## src/pmirq_pkg.sv

```systemverilog
package pmirq_pkg;

  // ****************************************************************
  // Register indices on the management interface
  // ****************************************************************
  localparam logic [4:0] REG_SPECIAL_MODES = 5'h12;
  localparam logic [4:0] REG_CTRL_STATUS   = 5'h1b;
  localparam logic [4:0] REG_IRQ_FLAGS     = 5'h1d;
  localparam logic [4:0] REG_IRQ_MASK      = 5'h1e;
  localparam logic [4:0] REG_LINK_STATUS   = 5'h1f;

  // ****************************************************************
  // Management frame layout
  // ****************************************************************
  localparam logic [1:0] OP_READ      = 2'h2;
  localparam logic [1:0] OP_WRITE     = 2'h1;
  localparam logic [5:0] PRE_BITS     = 6'h20;
  localparam logic [4:0] HDR_LAST     = 5'h0c;
  localparam logic [4:0] DATA_LAST    = 5'h0f;
  localparam logic [4:0] TA_LAST      = 5'h01;

  // ****************************************************************
  // Field positions and fixed values
  // ****************************************************************
  localparam int         MODE_LSB      = 5;
  localparam int         CS_PLL_BIT    = 10;
  localparam int         CS_POL_BIT    = 4;
  localparam logic [3:0] CS_FIXED      = 4'hb;
  localparam int         LS_DONE_BIT   = 12;
  localparam int         LS_RSVD_LSB   = 5;
  localparam logic [6:0] LS_RSVD_RESET = 7'h02;
  localparam int         LS_SPEED_LSB  = 2;
  localparam logic [7:0] MASK_RESET    = 8'h00;
  localparam logic [2:0] MODE_RESET    = 3'h7;
  localparam logic [4:0] PHY_MGMT_ADDRESS_RESET   = 5'h01;

  // Operating mode codes
  typedef enum logic [2:0] {
    MODE_10_HALF   = 3'b000,
    MODE_10_FULL   = 3'b001,
    MODE_100_HALF  = 3'b010,
    MODE_100_FULL  = 3'b011,
    MODE_AN_100HD  = 3'b100,
    MODE_REPEATER  = 3'b101,
    MODE_RESERVED  = 3'b110,
    MODE_ALL_ABLE  = 3'b111
  } pmirq_mode_type;

  // Presets for control bits 13,12,10,8 and advertisement bits 8,7,6,5
  typedef struct packed {
    logic [3:0] ctrl_bits;
    logic [3:0] ctrl_keep_n;
    logic [3:0] adv_bits;
    logic       adv_valid;
    logic       crs_on_tx;
    logic       repeater;
  } pmirq_preset_type;

  // Line-side status and events from the PHY core
  typedef struct packed {
    logic       energy_present;
    logic       autoneg_done;
    logic       remote_fault;
    logic       link_up;
    logic       partner_ack;
    logic       parallel_detect_fault;
    logic       page_received;
    logic       ten_meg_polarity_reversed;
    logic [2:0] resolved_speed_duplex;
  } pmirq_evt_type;

endpackage

```

## src/pmirq_regs.sv

```systemverilog
`timescale 1ns/10ps
// Behaviour
// - Mode 000: 10M half, no autoneg
// - Mode 001: 10M full, no autoneg
// - Mode 010: 100M half, carrier on tx
// - Mode 011: 100M full, carrier rx only
// - Mode 100: autoneg, advertise 100M half
// - Mode 101: repeater, same presets, rx carrier
// - Mode 111: autoneg, advertise everything
// - PLL force bit pins receive PLL
// - Bit 4 reports 10M polarity reversal
// - Low nibble reads fixed, ignores writes
// - Latch energy, autoneg, fault, link down
// - Latch ack, parallel fault, page received
// - Mask low byte enables sources
// - Autodone bit shows finished autoneg in modes 100, 101 and 111 only
// - Bits 4-2 report resolved speed/duplex
// - Mode bits 7:5, address bits 4:0
module pmirq_regs
  import pmirq_pkg::*;
(
  // Clock and reset
  input  wire logic       mclk,
  input  wire logic       rst,
  // Management interface pins
  input  wire logic       mdc,
  input  wire logic       mdio_in,
  output logic            mdio_out,
  output logic            mdio_oe,
  // Configuration straps
  input  wire logic [2:0] strap_mode,
  input  wire logic [4:0] strap_phy_mgmt_address,
  // PHY core status
  input  pmirq_evt_type   evt,
  // Outputs to the PHY core
  output logic            phy_irq,
  output logic            rx_pll_force_reference,
  output pmirq_preset_type preset
);

  // ****************************************************************
  // Pin synchronisers
  // ****************************************************************
  logic [1:0] pin_s;
  logic [7:0] strap_s;
  logic       mdc_d_reg;
  logic       mdc_rise;
  logic       bit_in;

  pmirq_sync #(.WIDTH(2)) u_pin_sync (
    .mclk (mclk),
    .rst  (rst),
    .din  ({mdc, mdio_in}),
    .dout (pin_s)
  );

  pmirq_sync #(.WIDTH(8)) u_strap_sync (
    .mclk (mclk),
    .rst  (rst),
    .din  ({strap_mode, strap_phy_mgmt_address}),
    .dout (strap_s)
  );

  // Edge detect reads only the second stage
  always_ff @(posedge mclk or posedge rst) begin
    if (rst) mdc_d_reg <= 1'b0;
    else     mdc_d_reg <= pin_s[1];
  end
  assign mdc_rise = pin_s[1] & ~mdc_d_reg;
  assign bit_in   = pin_s[0];

  // ****************************************************************
  // Register storage
  // ****************************************************************
  logic [2:0]    mode_reg,  mode_next;
  logic [4:0]    phy_mgmt_address_reg, phy_mgmt_address_next;
  logic          strap_done_reg;
  logic [1:0]    strap_age_reg;
  logic          pll_reg,   pll_next;
  logic [7:0]    mask_reg,  mask_next;
  logic [7:0]    flags_reg, flags_next;
  logic [6:0]    ls_rsvd_reg, ls_rsvd_next;
  pmirq_evt_type evt_d_reg;
  logic [7:0]    flag_set;
  logic          flag_clr;
  logic          wr_stb;
  logic [4:0]    wr_addr;
  logic [15:0]   wr_data;
  pmirq_preset_type dec_preset;

  pmirq_mode_dec u_mode_dec (
    .mode   (mode_reg),
    .preset (dec_preset)
  );

  // Event edges; bit 0 is never a source
  always_comb begin
    flag_set    = '0;
    flag_set[7] = evt.energy_present & ~evt_d_reg.energy_present;
    flag_set[6] = evt.autoneg_done & ~evt_d_reg.autoneg_done;
    flag_set[5] = evt.remote_fault & ~evt_d_reg.remote_fault;
    flag_set[4] = ~evt.link_up & evt_d_reg.link_up;
    flag_set[3] = evt.partner_ack & ~evt_d_reg.partner_ack;
    flag_set[2] = evt.parallel_detect_fault
                  & ~evt_d_reg.parallel_detect_fault;
    flag_set[1] = evt.page_received & ~evt_d_reg.page_received;
  end

  // Next register values; a new event wins over a read clear
  always_comb begin
    mode_next    = mode_reg;
    phy_mgmt_address_next   = phy_mgmt_address_reg;
    pll_next     = pll_reg;
    mask_next    = mask_reg;
    ls_rsvd_next = ls_rsvd_reg;
    flags_next   = (flags_reg & ~{8{flag_clr}}) | flag_set;
    if (!strap_done_reg && strap_age_reg[1]) begin   // Sync stages full
      mode_next  = strap_s[7:5];
      phy_mgmt_address_next = strap_s[4:0];
    end else if (wr_stb) begin
      case (wr_addr)
        REG_SPECIAL_MODES: begin
          mode_next  = wr_data[MODE_LSB +: 3];
          phy_mgmt_address_next = wr_data[4:0];
        end
        REG_CTRL_STATUS: pll_next  = wr_data[CS_PLL_BIT];
        REG_IRQ_MASK:    mask_next = wr_data[7:0];
        REG_LINK_STATUS: ls_rsvd_next = wr_data[LS_RSVD_LSB +: 7];
        default: ;
      endcase
    end
  end

  // Straps are caught on the third edge after reset release, once the
  // cleared synchroniser stages have filled with the real pin levels
  always_ff @(posedge mclk or posedge rst) begin
    if (rst) begin
      mode_reg       <= MODE_RESET;
      phy_mgmt_address_reg      <= PHY_MGMT_ADDRESS_RESET;
      strap_done_reg <= 1'b0;
      strap_age_reg  <= '0;
      pll_reg        <= 1'b0;
      mask_reg       <= MASK_RESET;
      flags_reg      <= '0;
      ls_rsvd_reg    <= LS_RSVD_RESET;
      evt_d_reg      <= '0;
    end else begin
      mode_reg       <= mode_next;
      phy_mgmt_address_reg      <= phy_mgmt_address_next;
      strap_done_reg <= strap_age_reg[1];
      strap_age_reg  <= {strap_age_reg[0], 1'b1};
      pll_reg        <= pll_next;
      mask_reg       <= mask_next;
      flags_reg      <= flags_next;
      ls_rsvd_reg    <= ls_rsvd_next;
      evt_d_reg      <= evt;
    end
  end

  // ****************************************************************
  // Read view
  // ****************************************************************
  logic [4:0]  rd_addr;
  logic [15:0] rd_word;

  // Unmapped indices read as zero
  always_comb begin
    rd_word = '0;
    case (rd_addr)
      REG_SPECIAL_MODES: rd_word[7:0] = {mode_reg, phy_mgmt_address_reg};
      REG_CTRL_STATUS: begin
        rd_word[CS_PLL_BIT] = pll_reg;
        rd_word[CS_POL_BIT] = evt.ten_meg_polarity_reversed;
        rd_word[3:0]        = CS_FIXED;
      end
      REG_IRQ_FLAGS: rd_word[7:1] = flags_reg[7:1];
      REG_IRQ_MASK:  rd_word[7:0] = mask_reg;
      REG_LINK_STATUS: begin
        // Done only counts while autonegotiation is in use
        rd_word[LS_DONE_BIT] = evt.autoneg_done
                               & dec_preset.ctrl_bits[2];
        rd_word[LS_RSVD_LSB +: 7] = ls_rsvd_reg;
        rd_word[LS_SPEED_LSB +: 3] = evt.resolved_speed_duplex;
      end
      default: ;
    endcase
  end

  // ****************************************************************
  // Management frame engine
  // ****************************************************************
  typedef enum logic [2:0] {
    ST_PRE   = 3'b000,
    ST_HDR   = 3'b001,
    ST_TA    = 3'b010,
    ST_RDATA = 3'b011,
    ST_WDATA = 3'b100
  } pmirq_state_type;

  pmirq_state_type state_reg, state_next;
  logic [5:0]  pre_reg,  pre_next;
  logic [4:0]  cnt_reg,  cnt_next;
  logic [12:0] hdr_reg,  hdr_next;
  logic [15:0] sh_reg,   sh_next;
  logic [4:0]  ra_reg,   ra_next;
  logic        rd_reg,   rd_next;
  logic        out_reg,  out_next;
  logic        oe_reg,   oe_next;
  logic [12:0] hdr_full;

  assign hdr_full = {hdr_reg[11:0], bit_in};
  assign rd_addr  = hdr_full[4:0];
  assign wr_addr  = ra_reg;
  assign wr_data  = {sh_reg[14:0], bit_in};

  // Frame decode; slave output changes just after an MDC rise
  always_comb begin
    state_next = state_reg;
    pre_next   = pre_reg;
    cnt_next   = cnt_reg;
    hdr_next   = hdr_reg;
    sh_next    = sh_reg;
    ra_next    = ra_reg;
    rd_next    = rd_reg;
    out_next   = out_reg;
    oe_next    = oe_reg;
    wr_stb     = 1'b0;
    flag_clr   = 1'b0;
    if (mdc_rise) begin
      case (state_reg)
        ST_PRE: begin
          if (bit_in) begin
            if (pre_reg != PRE_BITS) pre_next = pre_reg + 6'h01;
          end else begin
            if (pre_reg == PRE_BITS) state_next = ST_HDR;
            pre_next = '0;
            cnt_next = '0;
          end
        end
        ST_HDR: begin
          hdr_next = hdr_full;
          cnt_next = cnt_reg + 5'h01;
          if (cnt_reg == HDR_LAST) begin
            state_next = ST_PRE;
            cnt_next   = '0;
            // Start bit, own address and a known opcode
            if (hdr_full[12] && hdr_full[9:5] == phy_mgmt_address_reg &&
                (hdr_full[11:10] == OP_READ ||
                 hdr_full[11:10] == OP_WRITE)) begin
              state_next = ST_TA;
              ra_next    = hdr_full[4:0];
              rd_next    = hdr_full[11:10] == OP_READ;
              if (hdr_full[11:10] == OP_READ) begin
                sh_next  = rd_word;
                flag_clr = hdr_full[4:0] == REG_IRQ_FLAGS;
              end
            end
          end
        end
        ST_TA: begin
          cnt_next = cnt_reg + 5'h01;
          if (cnt_reg == TA_LAST) begin
            cnt_next   = '0;
            state_next = rd_reg ? ST_RDATA : ST_WDATA;
            if (rd_reg) begin
              out_next = sh_reg[15];
              sh_next  = {sh_reg[14:0], 1'b0};
            end
          end else if (rd_reg) begin
            oe_next  = 1'b1;
            out_next = 1'b0;
          end
        end
        ST_RDATA: begin
          cnt_next = cnt_reg + 5'h01;
          out_next = sh_reg[15];
          sh_next  = {sh_reg[14:0], 1'b0};
          if (cnt_reg == DATA_LAST) begin
            state_next = ST_PRE;
            oe_next    = 1'b0;
            out_next   = 1'b0;
          end
        end
        ST_WDATA: begin
          cnt_next = cnt_reg + 5'h01;
          sh_next  = wr_data;
          if (cnt_reg == DATA_LAST) begin
            state_next = ST_PRE;
            wr_stb     = 1'b1;
          end
        end
        default: state_next = ST_PRE;
      endcase
    end
  end

  always_ff @(posedge mclk or posedge rst) begin
    if (rst) begin
      state_reg <= ST_PRE;
      pre_reg   <= '0;
      cnt_reg   <= '0;
      hdr_reg   <= '0;
      sh_reg    <= '0;
      ra_reg    <= '0;
      rd_reg    <= 1'b0;
      out_reg   <= 1'b0;
      oe_reg    <= 1'b0;
    end else begin
      state_reg <= state_next;
      pre_reg   <= pre_next;
      cnt_reg   <= cnt_next;
      hdr_reg   <= hdr_next;
      sh_reg    <= sh_next;
      ra_reg    <= ra_next;
      rd_reg    <= rd_next;
      out_reg   <= out_next;
      oe_reg    <= oe_next;
    end
  end

  // ****************************************************************
  // Registered outputs
  // ****************************************************************
  logic             irq_reg;
  pmirq_preset_type preset_reg;

  always_ff @(posedge mclk or posedge rst) begin
    if (rst) begin
      irq_reg    <= 1'b0;
      preset_reg <= '0;
    end else begin
      irq_reg    <= |(flags_reg & mask_reg);
      preset_reg <= dec_preset;
    end
  end

  assign phy_irq                = irq_reg;
  assign rx_pll_force_reference = pll_reg;
  assign preset                 = preset_reg;
  assign mdio_out               = out_reg;
  assign mdio_oe                = oe_reg;
endmodule

```

## src/pmirq_sync.sv

```systemverilog
`timescale 1ns/10ps
// Two-stage synchroniser for pin inputs
module pmirq_sync #(
  parameter int WIDTH = 1
) (
  // Clock and reset
  input  wire logic             mclk,
  input  wire logic             rst,
  // Data
  input  wire logic [WIDTH-1:0] din,
  output logic      [WIDTH-1:0] dout
);
  logic [WIDTH-1:0] meta_reg;
  logic [WIDTH-1:0] sync_reg;

  // First stage feeds only the second
  always_ff @(posedge mclk or posedge rst) begin
    if (rst) begin
      meta_reg <= '0;
      sync_reg <= '0;
    end else begin
      meta_reg <= din;
      sync_reg <= meta_reg;
    end
  end

  assign dout = sync_reg;
endmodule

```

## src/pmirq_mode_dec.sv

```systemverilog
`timescale 1ns/10ps
// Decodes the operating mode into control and advertisement presets
module pmirq_mode_dec
  import pmirq_pkg::*;
(
  // Mode in
  input  wire logic [2:0]       mode,
  // Presets out
  output pmirq_preset_type      preset
);
  // Code 110 is reserved: nothing is preset, keep everything as is
  always_comb begin
    preset = '0;
    preset.ctrl_keep_n = 4'hf;
    case (pmirq_mode_type'(mode))
      MODE_10_HALF:  preset.ctrl_bits = 4'h0;
      MODE_10_FULL:  preset.ctrl_bits = 4'h1;
      MODE_100_HALF: begin
        preset.ctrl_bits = 4'h8;
        preset.crs_on_tx = 1'b1;
      end
      MODE_100_FULL: preset.ctrl_bits = 4'h9;
      MODE_AN_100HD: begin
        preset.ctrl_bits = 4'hc;
        preset.adv_bits  = 4'h4;
        preset.adv_valid = 1'b1;
        preset.crs_on_tx = 1'b1;
      end
      MODE_REPEATER: begin
        preset.ctrl_bits = 4'hc;
        preset.adv_bits  = 4'h4;
        preset.adv_valid = 1'b1;
        preset.repeater  = 1'b1;
      end
      MODE_ALL_ABLE: begin
        // Speed and duplex bits are don't-care here
        preset.ctrl_bits   = 4'h4;
        preset.ctrl_keep_n = 4'h6;
        preset.adv_bits    = 4'hf;
        preset.adv_valid   = 1'b1;
      end
      default: preset.ctrl_keep_n = 4'h0;
    endcase
  end
endmodule

```

## config.mk

```make
export PLATFORM = sky130hd
export DESIGN_NAME = pmirq_regs
export DESIGN_NICKNAME = d
export VERILOG_FILES = /design/src/pmirq_pkg.sv /design/src/pmirq_regs.sv /design/src/pmirq_sync.sv /design/src/pmirq_mode_dec.sv
export SDC_FILE = /design/constraint.sdc
export NUM_CORES = 1
export LEC_CHECK = 0
export ABC_AREA = 1
export BUFFER_PORTS_ARGS = -buffer_cell sky130_fd_sc_hd__buf_2
export CORE_MARGIN = 4
export CORE_UTILIZATION = 45
export DETAILED_ROUTE_END_ITERATION = 8
export PLACE_DENSITY = 0.67
export RECOVER_POWER = 25
export SYNTH_ARGS = -nofsm -noshare
export SYNTH_HDL_FRONTEND = slang
export SYNTH_SLANG_ARGS = --single-unit
export TNS_END_PERCENT = 20
```

## constraint.sdc

```tcl
create_clock -name mclk -period 7.26 [get_ports mclk]
set_input_delay 1.089 -clock mclk [delete_from_list [all_inputs] [get_ports mclk]]
set_output_delay 1.089 -clock mclk [all_outputs]
set_load 0.1 [all_outputs]
```

# == After elaboration in Yosys (flattened, before gate mapping) ==
# Cells that the tools add are included.
# word_totals
ff_bits,129
in_bits,23
out_inout_bits,19
wordCells,182
# classes
add_sub_neg,2
eq_ne,38
mux,55
bitwise,22
reduce_logical,29
# op_table
op,count
$mux W16,5
$pmux W16 S4,1
$eq A5 B5 Y1 const B,9
$mux W5,6
$mux W3,9
$pmux W3 S4,2
$ne A2 B2 Y1 const B,10
$pmux W4 S5,1
$pmux W5 S4,1
$reduce_and A3 Y1,6
$mux W1,17
$and A8 B8 Y8,2
$pmux W3 S5,1
$eq A3 B2 Y1 const B,4
$eq A3 B3 Y1 const B,4
$mux W6,2
$eq A5 B4 Y1 const B,2
$pmux W5 S2,1
$and A1 B1 Y1,9
$not A1 Y1,9
$not A8 Y8,1
$or A8 B8 Y8,1
$pmux W4 S2,1
$reduce_bool A4 Y1,2
27 further kinds,40

# == Longest topological paths before layout ==
# logic_depth
word_depth,10
ltp_mapped,12
mapped_depth_nobuf,11

# == Hierarchy ==
# A second synthesis with hierarchy kept.
# hier_totals
cells_unflattened,655
hier_area_um2,5736.8
# modules_own_cells
module,n_inst,cells_per_inst,area_each_um2,seq_area_each_um2
pmirq_regs,1,608,5094.9,2733.9
pmirq_sync (u_strap_sync),1,17,404.1,400.4
pmirq_mode_dec,1,25,133.9,0.0
pmirq_sync (u_pin_sync),1,5,103.8,100.1

# == Least setup slack after synthesis ==
# OpenSTA, ideal clock, no wires.
# synth_path
kind,register to output
from,"register preset_reg, in the netlist preset[4]"
to,output port preset[4] (netlist name)
t_arrival_ns,1.341
required_ns,6.171
setup_slack_ns,4.830
stages_incl_launch_ff,2
path_buffers,1
path_cell_list,dfrtp_1 -> buf_4
# synth_lines
item,line,text
from (decl),pmirq_regs.sv:325,pmirq_preset_type preset_reg;
from (signal assigned),pmirq_regs.sv:333,preset_reg <= dec_preset;
to (decl),pmirq_regs.sv:38,output pmirq_preset_type preset
# No word-level cell between the ends.

==> metrics.txt <==
initial core utilization 0.460; maximum VDD drop 0.000148 V; worst slack, placed 4.61 ns; xor and xnor area share after synthesis 0.00637; Power Density 267 nW/um2; Unique masters post-synth 33; core area 12000 um2; CTS tree yes; PostCTS Resize Cnt 0; vias per inst 5.11; Total Routing Usage GR 0.179; GP Congestion 0.860; area leader, netlist dfrtp_1; Primary FF master, synth dfrtp_1; Mapped Area 5500 um2; sw frac 0.244; remaining global-route overflow 0; Power, Total 1710 uW; Hold Crit Endpoint u_strap_sync.dout[6]; Clock Latency Late Sink 0.42 ns; DR pass1 iterations 5; dpl cell area 5790 um2; max_cap viols 1; clock tree buffer depth 2; share of cells above drive strength 1 0.133; synth top area cells dfrtp_1, nand2_1, nand3_1, inv_1, o21ai_0; commonest non-fill, non-tap cell in the layout nand2_1; fillers 1080; vias 4355; first-pass GRT wire length 20000 um; DIE AREA 14000 um2; Die Wd 119 um; Post-synth EDFFs 0; worst-path fanout max 81; Logic pwr share 0.075; number of cells on the worst hold path 0; critical path startpoint category input port; post-synth top area share 0.537; met2 Track Usage GR 0.264; register area share after synthesis 0.561; asr flop ratio synth 1.00; worst r2r src cnt_reg[0]; Post-Synth Adder-Cell Area 0.0159; Reg2Reg Depth 9; Critical Path RT 7.65 ns; endpoints failing setup 0; leakage 0.00313 uW; WL per Instance 13.6 um; syn nets 681; Flop pwr share 0.427; clk root buf clkbuf_16; Hold Fails Final Rpt 0; design area 6380 um2; Area Overhead vs Synth 16.1%; P_sw 415 uW; CP Data Arrival Time 3.20 ns; Crit Path Class in -> async; final max-slew violation count 44; Slew headroom -0.181; post-route minimum period 2.81 ns; Int Power 1290 uW; reg-to-reg setup timing slack 5.00 ns; #FFs+latches synth 123; Residual DRC 0; status finished, violations left; PortBufs 40; Reg-to-Reg End ls_rsvd_reg[5]; Synth Area in Compound Gates 0.0630; f_max 0.355 GHz; clock sink count 123; Hold-fix buffers, CTS 0; total wire length 11600 um; mux cell area share after synthesis 0.00205; RSZ-0062 raised after global routing no; Mapped Avg Cell Area 8.45 um2; clock group share of total power 0.497; H-tree Lvls 4; Clock Skew 0.00928 ns; GR Layer Usage met3 0.0502; worst-margin pin slew 1.76 ns; fin nets 723; Clock Pin Slew Worst Setup and Hold Paths 0.05 ns; max reg flops 16; final setup margin 4.45 ns; n_diodes 0; IO Count 42; Tcrit/Tclk final 0.388; most frequent cells in the layout nand2_1, dfrtp_1, inv_1, nand3_1, nor2_1; worst hold start u_strap_sync.meta_reg[6]; die height 119 um; largest net degree at the start of global routing 82; vias in the first global route 4199; global route hottest layer met2; Post-Route Setup TNS 0 ns; DP Wirelength 8110 um; Syn. warnings 0; simple-gate area share of the yosys netlist 0.281; CP Capture Type asynchronous set/reset pin; main combinational cell family by area after synthesis simple AND/OR/NAND/NOR gates; Post-CTS Setup Bufs 0; GR Layer Usage met1 0.236; cells after synthesis 651; failing checks max-capacitance violations, max-slew violations; row count 40; Starting DRT DRC Count 304; CTS buffer count 17; antenna-violating nets left 0; hold crit path type reg -> reg; initial antenna violation count 0
==> logic make-up (layout without fill, tap and decap cells) <==
group / count (synthesis) / count (layout)
xor gates and xnor gates: 4 / 4
adders and majority gates: 7 / 7
other: 2 / 2
DFF: 123 / 123
buffers and inverters: 92 / 147
muxes: 1 / 1
AOI/OAI and AO/OA: 66 / 66
and+or+nand+nor: 356 / 356
==> layout make-up <==
class / instances / area [um2] / area share
clock buffer: 21 / 460 / 0.0721
clock inverter: 11 / 144 / 0.0225
inverter: 74 / 279 / 0.0437
multi-input combinational: 436 / 2030 / 0.318
sequential: 123 / 3080 / 0.483
tap: 147 / 184 / 0.0288
timing repair buffer: 41 / 201 / 0.0316
==> cell usage after synthesis (all sizes together) (2+ instances only) <==
| cell type | count |
|---|---|
| nand2 | 222 |
| dfrtp | 118 |
| inv | 74 |
| nand3 | 60 |
| o21ai | 56 |
| nor2 | 48 |
| buf | 13 |
| nor3 | 12 |
| nand4 | 10 |
| ha | 7 |
| a21oi | 5 |
| clkbuf | 5 |
| dfstp | 5 |
| xor2 | 4 |
| a221oi | 2 |
| conb | 2 |
| nor4 | 2 |
==> power groups by stage <==
stage	Combinational [uW]	Clock [uW]	Sequential (uW)
6_report	128	848	729
3_5_place_dp	131	0	740
2_1_floorplan	65.6	0	777
4_1_cts	131	866	729
5_1_grt	140	898	731
3_3_place_gp	129	0	740
==> through the flow <==
step,instances,hold WS (ns),utilization
4_1_cts,853,0.347,0.534
5_1_grt,853,0.351,0.534
3_3_place_gp,821,0.332,0.484
2_1_floorplan,651,0.331,-
6_report,853,0.345,0.534
3_5_place_dp,821,0.335,0.484
==> metal layers <==
layer  wire length [um]  vias up
li1                   -     2148
met1               5190     2037
met2               5400      146
met3                792       24
met4                255        0
met5                  0        -
==> worst max-delay path, cell delays in order <==
cell,delay (ns)
buf_2,0.10
clkinvlp_2,1.00
buf_4,0.92
==> how the worst max path moves through the flow <==
stage	from	end	slack (ns)	cells after the start
2_1_floorplan	rst	cnt_reg[0]	2.91	1
3_3_place_gp	rst	preset[14]	4.64	3
3_5_place_dp	rst	preset[4]	4.61	3
4_1_cts	rx_pll_force_reference	rx_pll_force_reference	4.90	1
5_1_grt	rst	preset[4]	3.94	3
6_report	rst	evt_d_reg[10]	4.45	3
No activity file was read; power rests on OpenSTA's default activity.
